===== src/npc_defines.svh =====
`ifndef NPC_DEFINES_SVH
`define NPC_DEFINES_SVH

`define NPC_ADDR_W      16
`define NPC_FUSE_W      8
`define NPC_PAGE_BYTES  64
`define NPC_IDX_W       6
`define NPC_IDX_LAST    6'h3f
`define NPC_BLOCK_SHIFT 8
`define NPC_SPM_KEY     8'h9d
`define NPC_CCP_SPAN    3'h4
`define NPC_CLR_CYCLES  3'h7
`define NPC_CMD_NOP     3'h0
`define NPC_CMD_WP      3'h1
`define NPC_CMD_ER      3'h2
`define NPC_CMD_WIPE_THEN_PROGRAM_CMD    3'h3
`define NPC_CMD_PBC     3'h4
`define NPC_CMD_CHER    3'h5
`define NPC_CMD_EEER    3'h6
`define NPC_CMD_WFU     3'h7
`define NPC_SP_FLASH    2'h0
`define NPC_SP_EEPROM   2'h1
`define NPC_SP_USER     2'h2

`endif


===== src/npc_pkg.sv =====
`default_nettype none
`include "npc_defines.svh"
package npc_pkg;

	typedef enum logic [2:0] {
		CMD_NOP  = `NPC_CMD_NOP,
		CMD_WP   = `NPC_CMD_WP,
		CMD_ER   = `NPC_CMD_ER,
		CMD_WIPE_THEN_PROGRAM_CMD = `NPC_CMD_WIPE_THEN_PROGRAM_CMD,
		CMD_PBC  = `NPC_CMD_PBC,
		CMD_CHER = `NPC_CMD_CHER,
		CMD_EEER = `NPC_CMD_EEER,
		CMD_WFU  = `NPC_CMD_WFU
	} npc_cmd_t;

	typedef enum logic [1:0] {
		SP_FLASH  = `NPC_SP_FLASH,
		SP_EEPROM = `NPC_SP_EEPROM,
		SP_USER   = `NPC_SP_USER
	} npc_space_t;

	typedef enum logic [1:0] {SEC_LOADER, SEC_PROGRAM, SEC_DATA} npc_sect_t;

	typedef enum logic [1:0] {ST_IDLE, ST_STEP, ST_WAIT, ST_CLEAR} npc_state_t;

	typedef struct packed {
		logic [`NPC_PAGE_BYTES-1:0][7:0] data;
		logic [`NPC_PAGE_BYTES-1:0]      mark;
	} npc_pbuf_st_t;

	typedef struct packed {
		npc_state_t             st;
		logic                   op_prog;
		logic                   then_prog;
		npc_space_t             space;
		logic [`NPC_ADDR_W-1:0] page;
		logic [`NPC_IDX_W-1:0]  idx;
		logic [2:0]             clr_cnt;
		logic [2:0]             ccp_cnt;
		logic                   fuse_ok;
		logic [`NPC_FUSE_W-1:0] boot_f;
		logic [`NPC_FUSE_W-1:0] app_f;
		logic                   lock_prog;
		logic                   lock_boot_arm;
		logic                   lock_boot;
		logic                   fl_busy;
		logic                   ee_busy;
		logic                   halt;
		logic                   wait_st;
		logic                   wr_err;
		logic                   arr_stb;
		logic                   arr_erase;
		logic [`NPC_ADDR_W-1:0] arr_addr;
		logic [7:0]             arr_wdata;
		logic                   rd_zero;
		logic                   fetch_zero;
		logic                   spm_open;
	} npc_ctrl_st_t;

endpackage
`default_nettype wire

===== src/npc_pbuf_if.sv =====
`default_nettype none
`include "npc_defines.svh"
interface npc_pbuf_if;
	logic                  wr;
	logic [`NPC_IDX_W-1:0] idx;
	logic [7:0]            wdata;
	logic                  clr;
	logic [`NPC_IDX_W-1:0] rd_idx;
	logic [7:0]            rd_data;
	logic                  rd_mark;
	logic                  any_mark;

	modport ctrl (output wr, idx, wdata, clr, rd_idx, input rd_data, rd_mark, any_mark);
	modport store (input wr, idx, wdata, clr, rd_idx, output rd_data, rd_mark, any_mark);
endinterface
`default_nettype wire


===== src/npc_page_buf.sv =====
`default_nettype none
`include "npc_defines.svh"
module npc_page_buf
	import npc_pkg::*;
(
	// Clock and reset
	input  wire logic   clk_i,
	input  wire logic   rst_n_i,
	// Controller side
	npc_pbuf_if.store   pb
);

	npc_pbuf_st_t s_r;
	npc_pbuf_st_t s_nxt;

	always_comb begin
		s_nxt = s_r;
		// Clear wins over a store landing in the same cycle
		if (pb.clr) begin
			s_nxt.data = '1;
			s_nxt.mark = '0;
		end else if (pb.wr) begin
			s_nxt.data[pb.idx] = s_r.data[pb.idx] & pb.wdata;
			s_nxt.mark[pb.idx] = 1'b1;
		end
	end

	always_ff @(posedge clk_i or negedge rst_n_i) begin
		if (!rst_n_i) begin
			s_r.data <= '1;
			s_r.mark <= '0;
		end else begin
			s_r <= s_nxt;
		end
	end

	assign pb.rd_data  = s_r.data[pb.rd_idx];
	assign pb.rd_mark  = s_r.mark[pb.rd_idx];
	assign pb.any_mark = |s_r.mark;

	chk_and_merge: assert property (@(posedge clk_i) disable iff (!rst_n_i)
		(pb.wr && !pb.clr) |=> s_r.data[$past(pb.idx)]
			== ($past(s_r.data[pb.idx]) & $past(pb.wdata)))
		else $error("page buffer store is not an AND merge");

	chk_clear_all: assert property (@(posedge clk_i) disable iff (!rst_n_i)
		pb.clr |=> (&s_r.data) && !pb.any_mark)
		else $error("page buffer not all ones after clear");

endmodule
`default_nettype wire


===== src/npc_page_ctrl.sv =====
// Overview of operation
// - Flash: program or erase whole pages only
// - Loader section ends at loader fuse times 256
// - Program section up to program fuse times 256
// - Program fuse zero: program runs to end
// - Both fuses zero: all flash is loader
// - Writes only flow to lower-privilege sections
// - Core never writes the loader section
// - Lock bits stay set until reset
// - Loader lock blocks reads and fetches there
// - EEPROM touches only marked buffer bytes
// - User row behaves as an EEPROM page
// - Reads wait while an array is busy
// - Stores AND-merge into shared page buffer
// - Buffer all ones after reset, ops, clear, wake
// - Buffer set to ones on sleep entry
// - Page write copies buffer, halts for flash
// - Erase needs a marked byte, halts for flash
// - EEPROM erase only marked bytes, no halt
// - Erase then write without clearing the buffer
// - Buffer clear halts core seven cycles
// - Three-bit command code decode
// - Unlock key opens four-instruction window
// - Busy flags for flash and EEPROM
`default_nettype none
`include "npc_defines.svh"
module npc_page_ctrl
	import npc_pkg::*;
(
	// Clock and reset
	input  wire logic                   clk_i,
	input  wire logic                   rst_n_i,
	// Section fuses
	input  wire logic [`NPC_FUSE_W-1:0] loader_end_fuse_i,
	input  wire logic [`NPC_FUSE_W-1:0] program_end_fuse_i,
	// Core access
	input  wire logic                   cpu_req_i,
	input  wire logic                   cpu_we_i,
	input  wire logic [1:0]             cpu_space_i,
	input  wire logic [`NPC_ADDR_W-1:0] cpu_addr_i,
	input  wire logic [7:0]             cpu_wdata_i,
	input  wire logic [`NPC_ADDR_W-1:0] cpu_pc_i,
	input  wire logic                   instr_done_i,
	// Protection and commands
	input  wire logic                   ccp_wr_i,
	input  wire logic [7:0]             ccp_data_i,
	input  wire logic                   cmd_wr_i,
	input  wire logic [2:0]             cmd_i,
	input  wire logic                   lock_wr_i,
	input  wire logic                   lock_loader_i,
	input  wire logic                   lock_program_i,
	// Power
	input  wire logic                   sleep_enter_i,
	input  wire logic                   wake_i,
	// Array port
	input  wire logic                   arr_ack_i,
	output logic                        arr_stb_o,
	output logic                        arr_erase_o,
	output logic [1:0]                  arr_space_o,
	output logic [`NPC_ADDR_W-1:0]      arr_addr_o,
	output logic [7:0]                  arr_wdata_o,
	// Status
	output logic                        flash_busy_flag_o,
	output logic                        eeprom_busy_flag_o,
	output logic                        write_error_o,
	output logic                        cpu_wait_o,
	output logic                        cpu_halt_o,
	output logic                        rd_zero_o,
	output logic                        fetch_zero_o,
	output logic                        loader_read_lock_o,
	output logic                        program_write_guard_o,
	output logic                        spm_open_o
);

	npc_ctrl_st_t s_r;
	npc_ctrl_st_t s_nxt;
	npc_pbuf_if   pb ();

	logic                  acc_op;
	logic                  acc_clr;
	logic                  adv;
	logic                  need;
	logic                  pb_wr;
	logic                  pb_clr;
	npc_sect_t             exec_sec;
	npc_sect_t             tgt_sec;
	npc_sect_t             rd_sec;
	npc_cmd_t              cmd;
	npc_space_t            cpu_space;

	function automatic npc_sect_t sect_of(input logic [`NPC_ADDR_W-1:0] a,
		input logic [`NPC_FUSE_W-1:0] bf, input logic [`NPC_FUSE_W-1:0] af);
		logic [`NPC_ADDR_W-1:0] be;
		logic [`NPC_ADDR_W-1:0] ae;
		be = `NPC_ADDR_W'(bf) << `NPC_BLOCK_SHIFT;
		ae = `NPC_ADDR_W'(af) << `NPC_BLOCK_SHIFT;
		if (bf == '0 && af == '0) begin
			return SEC_LOADER;
		end
		if (a < be) begin
			return SEC_LOADER;
		end
		if (af == '0 || a < ae) begin
			return SEC_PROGRAM;
		end
		return SEC_DATA;
	endfunction

	function automatic logic wr_allowed(input npc_space_t sp, input npc_sect_t tgt,
		input npc_sect_t ex, input logic guard);
		if (ex == SEC_DATA) begin
			return 1'b0;
		end
		if (sp != SP_FLASH) begin
			return 1'b1;
		end
		unique case (tgt)
			SEC_LOADER:  return 1'b0;
			SEC_PROGRAM: return ex == SEC_LOADER && !guard;
			SEC_DATA:    return 1'b1;
		endcase
		return 1'b0;
	endfunction

	assign cmd       = npc_cmd_t'(cmd_i);
	assign cpu_space = npc_space_t'(cpu_space_i);
	assign exec_sec  = sect_of(cpu_pc_i, s_r.boot_f, s_r.app_f);
	assign tgt_sec   = sect_of(s_r.page, s_r.boot_f, s_r.app_f);
	assign rd_sec    = sect_of(cpu_addr_i, s_r.boot_f, s_r.app_f);

	always_comb begin
		s_nxt   = s_r;
		acc_op  = 1'b0;
		acc_clr = 1'b0;
		adv     = 1'b0;
		need    = 1'b0;
		pb_wr   = 1'b0;
		pb_clr  = 1'b0;
		s_nxt.arr_stb = 1'b0;

		// Fuses are static straps; caught once just after reset release
		if (!s_r.fuse_ok) begin
			s_nxt.boot_f  = loader_end_fuse_i;
			s_nxt.app_f   = program_end_fuse_i;
			s_nxt.fuse_ok = 1'b1;
		end

		// Any array access, sleep or command write closes the window
		if (ccp_wr_i && ccp_data_i == `NPC_SPM_KEY) begin
			s_nxt.ccp_cnt = `NPC_CCP_SPAN;
		end else if (cpu_req_i || sleep_enter_i || cmd_wr_i) begin
			s_nxt.ccp_cnt = '0;
		end else if (instr_done_i && s_r.ccp_cnt != '0) begin
			s_nxt.ccp_cnt = s_r.ccp_cnt - 3'h1;
		end

		if (lock_wr_i && lock_program_i) begin
			s_nxt.lock_prog = 1'b1;
		end
		if (lock_wr_i && lock_loader_i && exec_sec == SEC_LOADER) begin
			s_nxt.lock_boot_arm = 1'b1;
		end
		// Loader lock bites only once execution has left the loader
		if (s_r.lock_boot_arm && exec_sec != SEC_LOADER) begin
			s_nxt.lock_boot = 1'b1;
		end
		s_nxt.rd_zero = cpu_req_i && !cpu_we_i && cpu_space == SP_FLASH
			&& s_r.lock_boot && rd_sec == SEC_LOADER;
		s_nxt.fetch_zero = s_r.lock_boot && exec_sec == SEC_LOADER;

		unique case (s_r.st)
			ST_IDLE: begin
				if (cpu_req_i && cpu_we_i && s_r.fuse_ok) begin
					pb_wr       = 1'b1;
					s_nxt.space = cpu_space;
					s_nxt.page  = cpu_addr_i & ~`NPC_ADDR_W'(`NPC_IDX_LAST);
				end
				if (cmd_wr_i && s_r.ccp_cnt != '0 && s_r.fuse_ok) begin
					unique case (cmd)
						CMD_WP, CMD_ER, CMD_WIPE_THEN_PROGRAM_CMD: begin
							if (wr_allowed(s_r.space, tgt_sec, exec_sec, s_r.lock_prog)
								&& (cmd != CMD_ER || pb.any_mark)) begin
								acc_op          = 1'b1;
								s_nxt.wr_err    = 1'b0;
								s_nxt.st        = ST_STEP;
								s_nxt.idx       = '0;
								s_nxt.op_prog   = cmd == CMD_WP;
								s_nxt.then_prog = cmd == CMD_WIPE_THEN_PROGRAM_CMD;
								s_nxt.fl_busy   = s_r.space == SP_FLASH;
								s_nxt.ee_busy   = s_r.space != SP_FLASH;
								s_nxt.halt      = s_r.space == SP_FLASH;
							end else begin
								s_nxt.wr_err = 1'b1;
							end
						end
						CMD_PBC: begin
							acc_clr       = 1'b1;
							s_nxt.st      = ST_CLEAR;
							s_nxt.clr_cnt = `NPC_CLR_CYCLES;
							s_nxt.halt    = 1'b1;
						end
						CMD_NOP, CMD_CHER, CMD_EEER, CMD_WFU: begin
						end
					endcase
				end
				if (sleep_enter_i || wake_i) begin
					pb_clr = 1'b1;
				end
			end
			ST_STEP: begin
				// Flash erases the whole page with one strobe; flash writes every byte
				if (s_r.space == SP_FLASH) begin
					need = s_r.op_prog || s_r.idx == '0;
				end else begin
					need = pb.rd_mark;
				end
				if (need) begin
					s_nxt.arr_stb   = 1'b1;
					s_nxt.arr_erase = !s_r.op_prog;
					s_nxt.arr_addr  = s_r.page | `NPC_ADDR_W'(s_r.idx);
					s_nxt.arr_wdata = pb.rd_data;
					s_nxt.st        = ST_WAIT;
				end else begin
					adv = 1'b1;
				end
			end
			ST_WAIT: begin
				adv = arr_ack_i;
			end
			ST_CLEAR: begin
				s_nxt.clr_cnt = s_r.clr_cnt - 3'h1;
				if (s_r.clr_cnt == 3'h1) begin
					pb_clr     = 1'b1;
					s_nxt.halt = 1'b0;
					s_nxt.st   = ST_IDLE;
				end
			end
		endcase

		if (adv) begin
			if (s_r.idx != `NPC_IDX_LAST) begin
				s_nxt.idx = s_r.idx + `NPC_IDX_W'(1);
				s_nxt.st  = ST_STEP;
			end else if (!s_r.op_prog && s_r.then_prog) begin
				// Second phase reuses the same buffer contents
				s_nxt.op_prog = 1'b1;
				s_nxt.idx     = '0;
				s_nxt.st      = ST_STEP;
			end else begin
				pb_clr        = 1'b1;
				s_nxt.fl_busy = 1'b0;
				s_nxt.ee_busy = 1'b0;
				s_nxt.halt    = 1'b0;
				s_nxt.st      = ST_IDLE;
			end
		end

		s_nxt.wait_st  = s_nxt.fl_busy || s_nxt.ee_busy || s_nxt.halt;
		s_nxt.spm_open = s_nxt.ccp_cnt != '0;
	end

	always_ff @(posedge clk_i or negedge rst_n_i) begin
		if (!rst_n_i) begin
			s_r <= '{st: ST_IDLE, space: SP_FLASH, default: '0};
		end else begin
			s_r <= s_nxt;
		end
	end

	assign pb.wr     = pb_wr;
	assign pb.idx    = cpu_addr_i[`NPC_IDX_W-1:0];
	assign pb.wdata  = cpu_wdata_i;
	assign pb.clr    = pb_clr;
	assign pb.rd_idx = s_r.idx;

	npc_page_buf u_buf (
		.clk_i   (clk_i),
		.rst_n_i (rst_n_i),
		.pb      (pb)
	);

	assign arr_stb_o             = s_r.arr_stb;
	assign arr_erase_o           = s_r.arr_erase;
	assign arr_space_o           = s_r.space;
	assign arr_addr_o            = s_r.arr_addr;
	assign arr_wdata_o           = s_r.arr_wdata;
	assign flash_busy_flag_o     = s_r.fl_busy;
	assign eeprom_busy_flag_o    = s_r.ee_busy;
	assign write_error_o         = s_r.wr_err;
	assign cpu_wait_o            = s_r.wait_st;
	assign cpu_halt_o            = s_r.halt;
	assign rd_zero_o             = s_r.rd_zero;
	assign fetch_zero_o          = s_r.fetch_zero;
	assign loader_read_lock_o    = s_r.lock_boot;
	assign program_write_guard_o = s_r.lock_prog;
	assign spm_open_o            = s_r.spm_open;

	chk_busy_next_cycle: assert property (@(posedge clk_i) disable iff (!rst_n_i)
		acc_op |=> (flash_busy_flag_o || eeprom_busy_flag_o) && cpu_wait_o)
		else $error("busy flag missing after accepted command");

	chk_clear_seven: assert property (@(posedge clk_i) disable iff (!rst_n_i)
		acc_clr |=> cpu_halt_o [*7] ##1 !cpu_halt_o)
		else $error("buffer clear halt is not seven cycles");

	chk_guard_sticky: assert property (@(posedge clk_i) disable iff (!rst_n_i)
		program_write_guard_o |=> program_write_guard_o)
		else $error("program write guard dropped without reset");

	chk_loader_never: assert property (@(posedge clk_i) disable iff (!rst_n_i)
		(acc_op && s_r.space == SP_FLASH) |-> tgt_sec != SEC_LOADER)
		else $error("write accepted into loader section");

	chk_data_no_write: assert property (@(posedge clk_i) disable iff (!rst_n_i)
		acc_op |-> exec_sec != SEC_DATA)
		else $error("data section code started a write");

	chk_erase_marked: assert property (@(posedge clk_i) disable iff (!rst_n_i)
		(acc_op && cmd == CMD_ER) |-> pb.any_mark)
		else $error("erase accepted with empty buffer");

	chk_key_window: assert property (@(posedge clk_i) disable iff (!rst_n_i)
		$rose(flash_busy_flag_o || eeprom_busy_flag_o) |-> $past(spm_open_o))
		else $error("command accepted outside unlock window");

	chk_flash_halts: assert property (@(posedge clk_i) disable iff (!rst_n_i)
		flash_busy_flag_o |-> cpu_halt_o)
		else $error("flash operation without core halt");

	chk_eeprom_runs: assert property (@(posedge clk_i) disable iff (!rst_n_i)
		eeprom_busy_flag_o |-> !cpu_halt_o)
		else $error("core halted during EEPROM operation");

	chk_done_clears: assert property (@(posedge clk_i) disable iff (!rst_n_i)
		$fell(flash_busy_flag_o || eeprom_busy_flag_o) |-> !pb.any_mark)
		else $error("buffer not cleared when operation ended");

	chk_read_waits: assert property (@(posedge clk_i) disable iff (!rst_n_i)
		(flash_busy_flag_o || eeprom_busy_flag_o) |-> cpu_wait_o)
		else $error("no wait while array busy");

	chk_stb_acked: assert property (@(posedge clk_i) disable iff (!rst_n_i)
		arr_stb_o |=> !arr_stb_o throughout (s_r.st == ST_WAIT)[*1])
		else $error("array strobe repeated while waiting");

endmodule
`default_nettype wire


===== config.mk =====
export PLATFORM = sky130hd
export DESIGN_NAME = npc_page_ctrl
export DESIGN_NICKNAME = d
export VERILOG_FILES = /design/src/npc_pkg.sv /design/src/npc_pbuf_if.sv /design/src/npc_page_buf.sv /design/src/npc_page_ctrl.sv
export VERILOG_INCLUDE_DIRS = /design/src
export SDC_FILE = /design/constraint.sdc
export NUM_CORES = 2
export LEC_CHECK = 0
export ABC_AREA = 1
export ABC_CLOCK_PERIOD_IN_PS = 3500
export BUFFER_PORTS_ARGS = -buffer_cell sky130_fd_sc_hd__clkbuf_2
export CAP_MARGIN = 20
export CORE_MARGIN = 1.5
export CORE_UTILIZATION = 35
export DETAILED_ROUTE_END_ITERATION = 10
export PLACE_DENSITY = 0.61
export SLEW_MARGIN = 20
export SYNTH_ARGS = -nofsm -noshare
export SYNTH_HDL_FRONTEND = slang
export SYNTH_SLANG_ARGS = --single-unit

===== constraint.sdc =====
create_clock -name clk_i -period 3.5 [get_ports clk_i]
set_input_delay 0.7 -clock clk_i [delete_from_list [all_inputs] [get_ports clk_i]]
set_output_delay 0.7 -clock clk_i [all_outputs]
set_load 0.005 [all_outputs]

==> impl_metrics.ini <==
[routing]
routed-via-count = 34300
initialDrtViolationCount = 4181
routed_wl_um = 138000
drc_errors = 0
drtAntennaViolNets = 0
route.detailed.vias_per_inst = 5.86
first_pass_iteration_count_of_the_detailed_router = 6
drt-wirelength-per-cell_um = 23.5

[synthesis]
synth_top_flop_cell = sky130_fd_sc_hd__dfstp_2
yosys.area_share.xor_xnor = 0.000934
yosys_warnings = 0
yosys.area_share.adder = 0.0157
netlist_area_pre_place_um2 = 37500
synth-compound-area-share = 0.256
synth_area_leader_cell = sky130_fd_sc_hd__dfstp_2
yosys.area.top_type_share = 0.359
number_of_enable_type_register_cells_in_the_synthesized_netlist = 0
synth-seq-cells = 658
yosys-mux-area-fraction = 0.000567
sequential_share_of_the_synthesized_area = 0.456
post_synth_arst_share = 1.00
synthSimpleGateAreaFrac = 0.179
postSynthCellCount = 4429
netlist-cell-type-count = 59
post_synth_main_area_contributors = sky130_fd_sc_hd__dfstp_2 (36%), sky130_fd_sc_hd__nand2_1 (11%), sky130_fd_sc_hd__dfrtp_1 (9.7%)
synthesis.nets = 4558
post_synth.cell_area_avg_um2 = 8.47
synth_top_family_by_area = compound AO/OA/AOI/OAI gates

[sta]
final.min_clock_period_ns = 3.32
fmaxAchievable_mhz = 301
setup_violations = 0
worstMarginPinSlew_ns = 0.968
finalSetupTns_ns = 0
worst_clock_skew_ns = 0.0318
hold_viol_final = 0
post-route-period-util = 0.950
unrepaired_setup_endpoints_after_global_routing = no
final-max-slew-violation-count = 0
setup_slack_ns = 0.176
max-slew-margin-rel = 0.353

[die]
fp.coreArea_um2 = 106000
row_count = 119
io_pins = 120
die-height_um = 330
die-width_um = 330
initial_core_util = 0.354
die_area_um2 = 109000

[global_route]
number_of_antenna_violations_at_the_first_check_in_global_routing = 10
grt_overflow_total = 0
grt_start_max_net_pins = 96
first_global_vias = 32500
grt_pass1_wl_um = 208000
global_route.usage.total = 0.249

[final_layout]
layout_commonest_cell = sky130_fd_sc_hd__nand2_1
areaGrowthSynthToFinish_pct = 12.6
number_of_filler_cells_placed_in_the_layout = 10500
nets = 4525
drive_above_1_share = 0.247
layout_common_cells = sky130_fd_sc_hd__nand2_1 (1,077), sky130_fd_sc_hd__dfstp_2 (512), sky130_fd_sc_hd__o211ai_1 (468)

[worst_setup_path]
regToRegEndpoint = u_buf.s_r[241]
r2r_start = pb.rd_idx[0]
ff2ff_path_depth = 17
crit_start = pb.rd_idx[0]
worst_path_max_delay_cell = sky130_fd_sc_hd__dfrtp_4
required_time_at_the_endpoint_of_the_critical_path_ns = 4.04
critPathCaptureType = flip-flop
worst_setup_path_endpoint = u_buf.s_r[241]
crit_top_cell = sky130_fd_sc_hd__nand2_1
crit_path_max_incr_delay_ns = 0.62
worst-r2r-setup-slack_ns = 0.18
criticalPathCategory = reg2reg
worstPathArrival_ns = 3.87
critPathLaunchType = flip-flop
critical_path.cell_chain = inv_8, nand2_1, nand3_1, a21boi_1, nor2_1, nand2_1, nand3_1, nand2_1, nand2_1, nand3_2, nand2_4, nand3_4, nand2_2, inv_16, buf_12, buf_12, o211ai_1
cp_max_fo = 48

[pwr]
clock_power_share = 0.470
max-vdd-ir-drop_mv = 0.322
power.net_switching_mw = 4.83
p_leak_nw = 20.7
p_int_mw = 13.1
power_frac_comb = 0.099
design_power_total_mw = 17.9
power_switching_share = 0.270
p_seq_frac = 0.431
pwr_density_cell_nw_per_um2 = 424

[flow_run]
maxCapViolCount = 0

[clocking]
worst_skew_pair.late_latency_ns = 0.66
cts_root_buffer = sky130_fd_sc_hd__clkbuf_16
clock_tree_from_tritoncts = yes
total_cts_buffers = 77
cts_max_level = 3
path_clk_slew_ns = 0.06
cts_buffer_depth = 3
post-cts-setup-buffers = 0
numClockSinks = 658

[place]
placement.setup.worst_slack_ns = 0.209
detailed_place_hpwl_um = 89400
port_buffers = 111
globalplace.congestion = 0.899

[run_status]
outcome = finished clean

[worst_hold_path]
worst_min_path_class = in2async
[what timing repair did]
item / CTS / global route
endpoints found under the setup margin: 0 / 1
resized for setup: 0 / 1
hold buffers: 0 / 0
endpoints found under the hold margin: 0 / 0
[power groups by stage]
| stage | combinational [mW] | clock (mW) | sequential [mW] |
|---|---|---|---|
| after floorplan | 0.946 | 0 | 7.83 |
| after global placement | 1.74 | 0 | 7.84 |
| after detailed placement | 1.74 | 0 | 7.84 |
| after CTS | 1.75 | 8.56 | 7.72 |
| after global routing | 1.90 | 8.88 | 7.73 |
| final | 1.77 | 8.43 | 7.73 |
[per-stage QoR]
stage	util	cell area, um2	hold slack (ns)	std cells
2_1_floorplan	-	37500	0.404	4429
3_3_place_gp	0.374	39600	0.455	5708
3_5_place_dp	0.374	39600	0.454	5708
4_1_cts	0.399	42200	0.0853	5852
5_1_grt	0.399	42300	0.0918	5853
6_report	0.399	42300	0.0402	5853
[area by class of cell]
type / instances / area (um2) / share of cell area
Multi-Input combinational cell: 3066 / 17000 / 0.403
Antenna cell: 1 / 2.50 / 0.0000592
Sequential cell: 658 / 17100 / 0.405
Inverter: 312 / 1200 / 0.0283
Timing Repair Buffer: 281 / 2570 / 0.0608
Tap cell: 1391 / 1740 / 0.0412
Clock buffer: 110 / 2250 / 0.0533
Clock inverter: 34 / 372 / 0.00879
[worst min-delay path by stage]
stage,startpoint,to,slack [ns],depth (start not counted)
floorplan,rst_n_i,arr_addr_o[0],0.40,0
global placement,s_r[35],loader_read_lock_o,0.45,2
detailed placement,s_r[73],arr_addr_o[7],0.45,2
CTS,rst_n_i,u_buf.s_r[32],0.09,1
global route,rst_n_i,u_buf.s_r[43],0.09,1
finish,rst_n_i,u_buf.s_r[43],0.04,1
[cells in the mapped netlist (4+ instances only)]
cell                           n
sky130_fd_sc_hd__inv_2        15
sky130_fd_sc_hd__o2111ai_1    15
sky130_fd_sc_hd__buf_2       129
sky130_fd_sc_hd__a21oi_1     219
sky130_fd_sc_hd__o2bb2ai_1    20
sky130_fd_sc_hd__dfstp_2     512
sky130_fd_sc_hd__ha_1         47
sky130_fd_sc_hd__dfrtp_1     146
sky130_fd_sc_hd__nand4_1      57
sky130_fd_sc_hd__buf_1        51
sky130_fd_sc_hd__o22ai_1      54
sky130_fd_sc_hd__buf_6        57
sky130_fd_sc_hd__o211ai_1    468
sky130_fd_sc_hd__a22oi_1      58
sky130_fd_sc_hd__nor4_2        4
sky130_fd_sc_hd__nand2_2      34
sky130_fd_sc_hd__o21a_1        6
sky130_fd_sc_hd__nor2_1      244
sky130_fd_sc_hd__nand3_1     164
sky130_fd_sc_hd__a221oi_1     45
sky130_fd_sc_hd__nor3_1       19
sky130_fd_sc_hd__o21ai_0     345
sky130_fd_sc_hd__nand2_1    1077
sky130_fd_sc_hd__inv_1       292
sky130_fd_sc_hd__buf_4        47
sky130_fd_sc_hd__o2111a_1      4
sky130_fd_sc_hd__o211ai_2    103
sky130_fd_sc_hd__o221ai_1     28
sky130_fd_sc_hd__nor4_1       11
sky130_fd_sc_hd__clkbuf_1    105
sky130_fd_sc_hd__o21ai_1       8
[state kept, by name, indices dropped and copies added, names as in the netlist, 2 cells and up]
register,count
arr_wdata_o,8
arr_space_o,2
pb.rd_idx,6
arr_addr_o,16
s_r,38
u_buf.s_r,576
[kinds of logic (layout without fill, tap and decap cells)]
group                      Yosys count  after routing
AOI/OAI and AO/OA                 1388           1388
xor gates and xnor gates             4              4
adders and majority gates           47             47
buffers and inverters              705            737
DFF                                658            658
muxes                                2              2
other                                1              2
and+or+nand+nor                   1624           1624
[layer usage]
layer | wire [um] | part of all wire | vias up | global-route usage
met4 | 6180 | 0.045 | 16 | 0.113
met5 | 102 | 0.00074 | - | 0
li1 | - | - | 15400 | -
met1 | 58400 | 0.42 | 16600 | 0.348
met2 | 58800 | 0.43 | 1879 | 0.365
met3 | 14100 | 0.10 | 356 | 0.0565
[critical path, delay by kind of cell, from the launching register on]
kind                   cells  cell delay, ns
and+or+nand+nor           11            1.52
buffers and inverters      4            0.85
DFF                        1            0.62
AOI/OAI and AO/OA          2            0.16
Note: power is estimated with default switching activity, not from simulation.
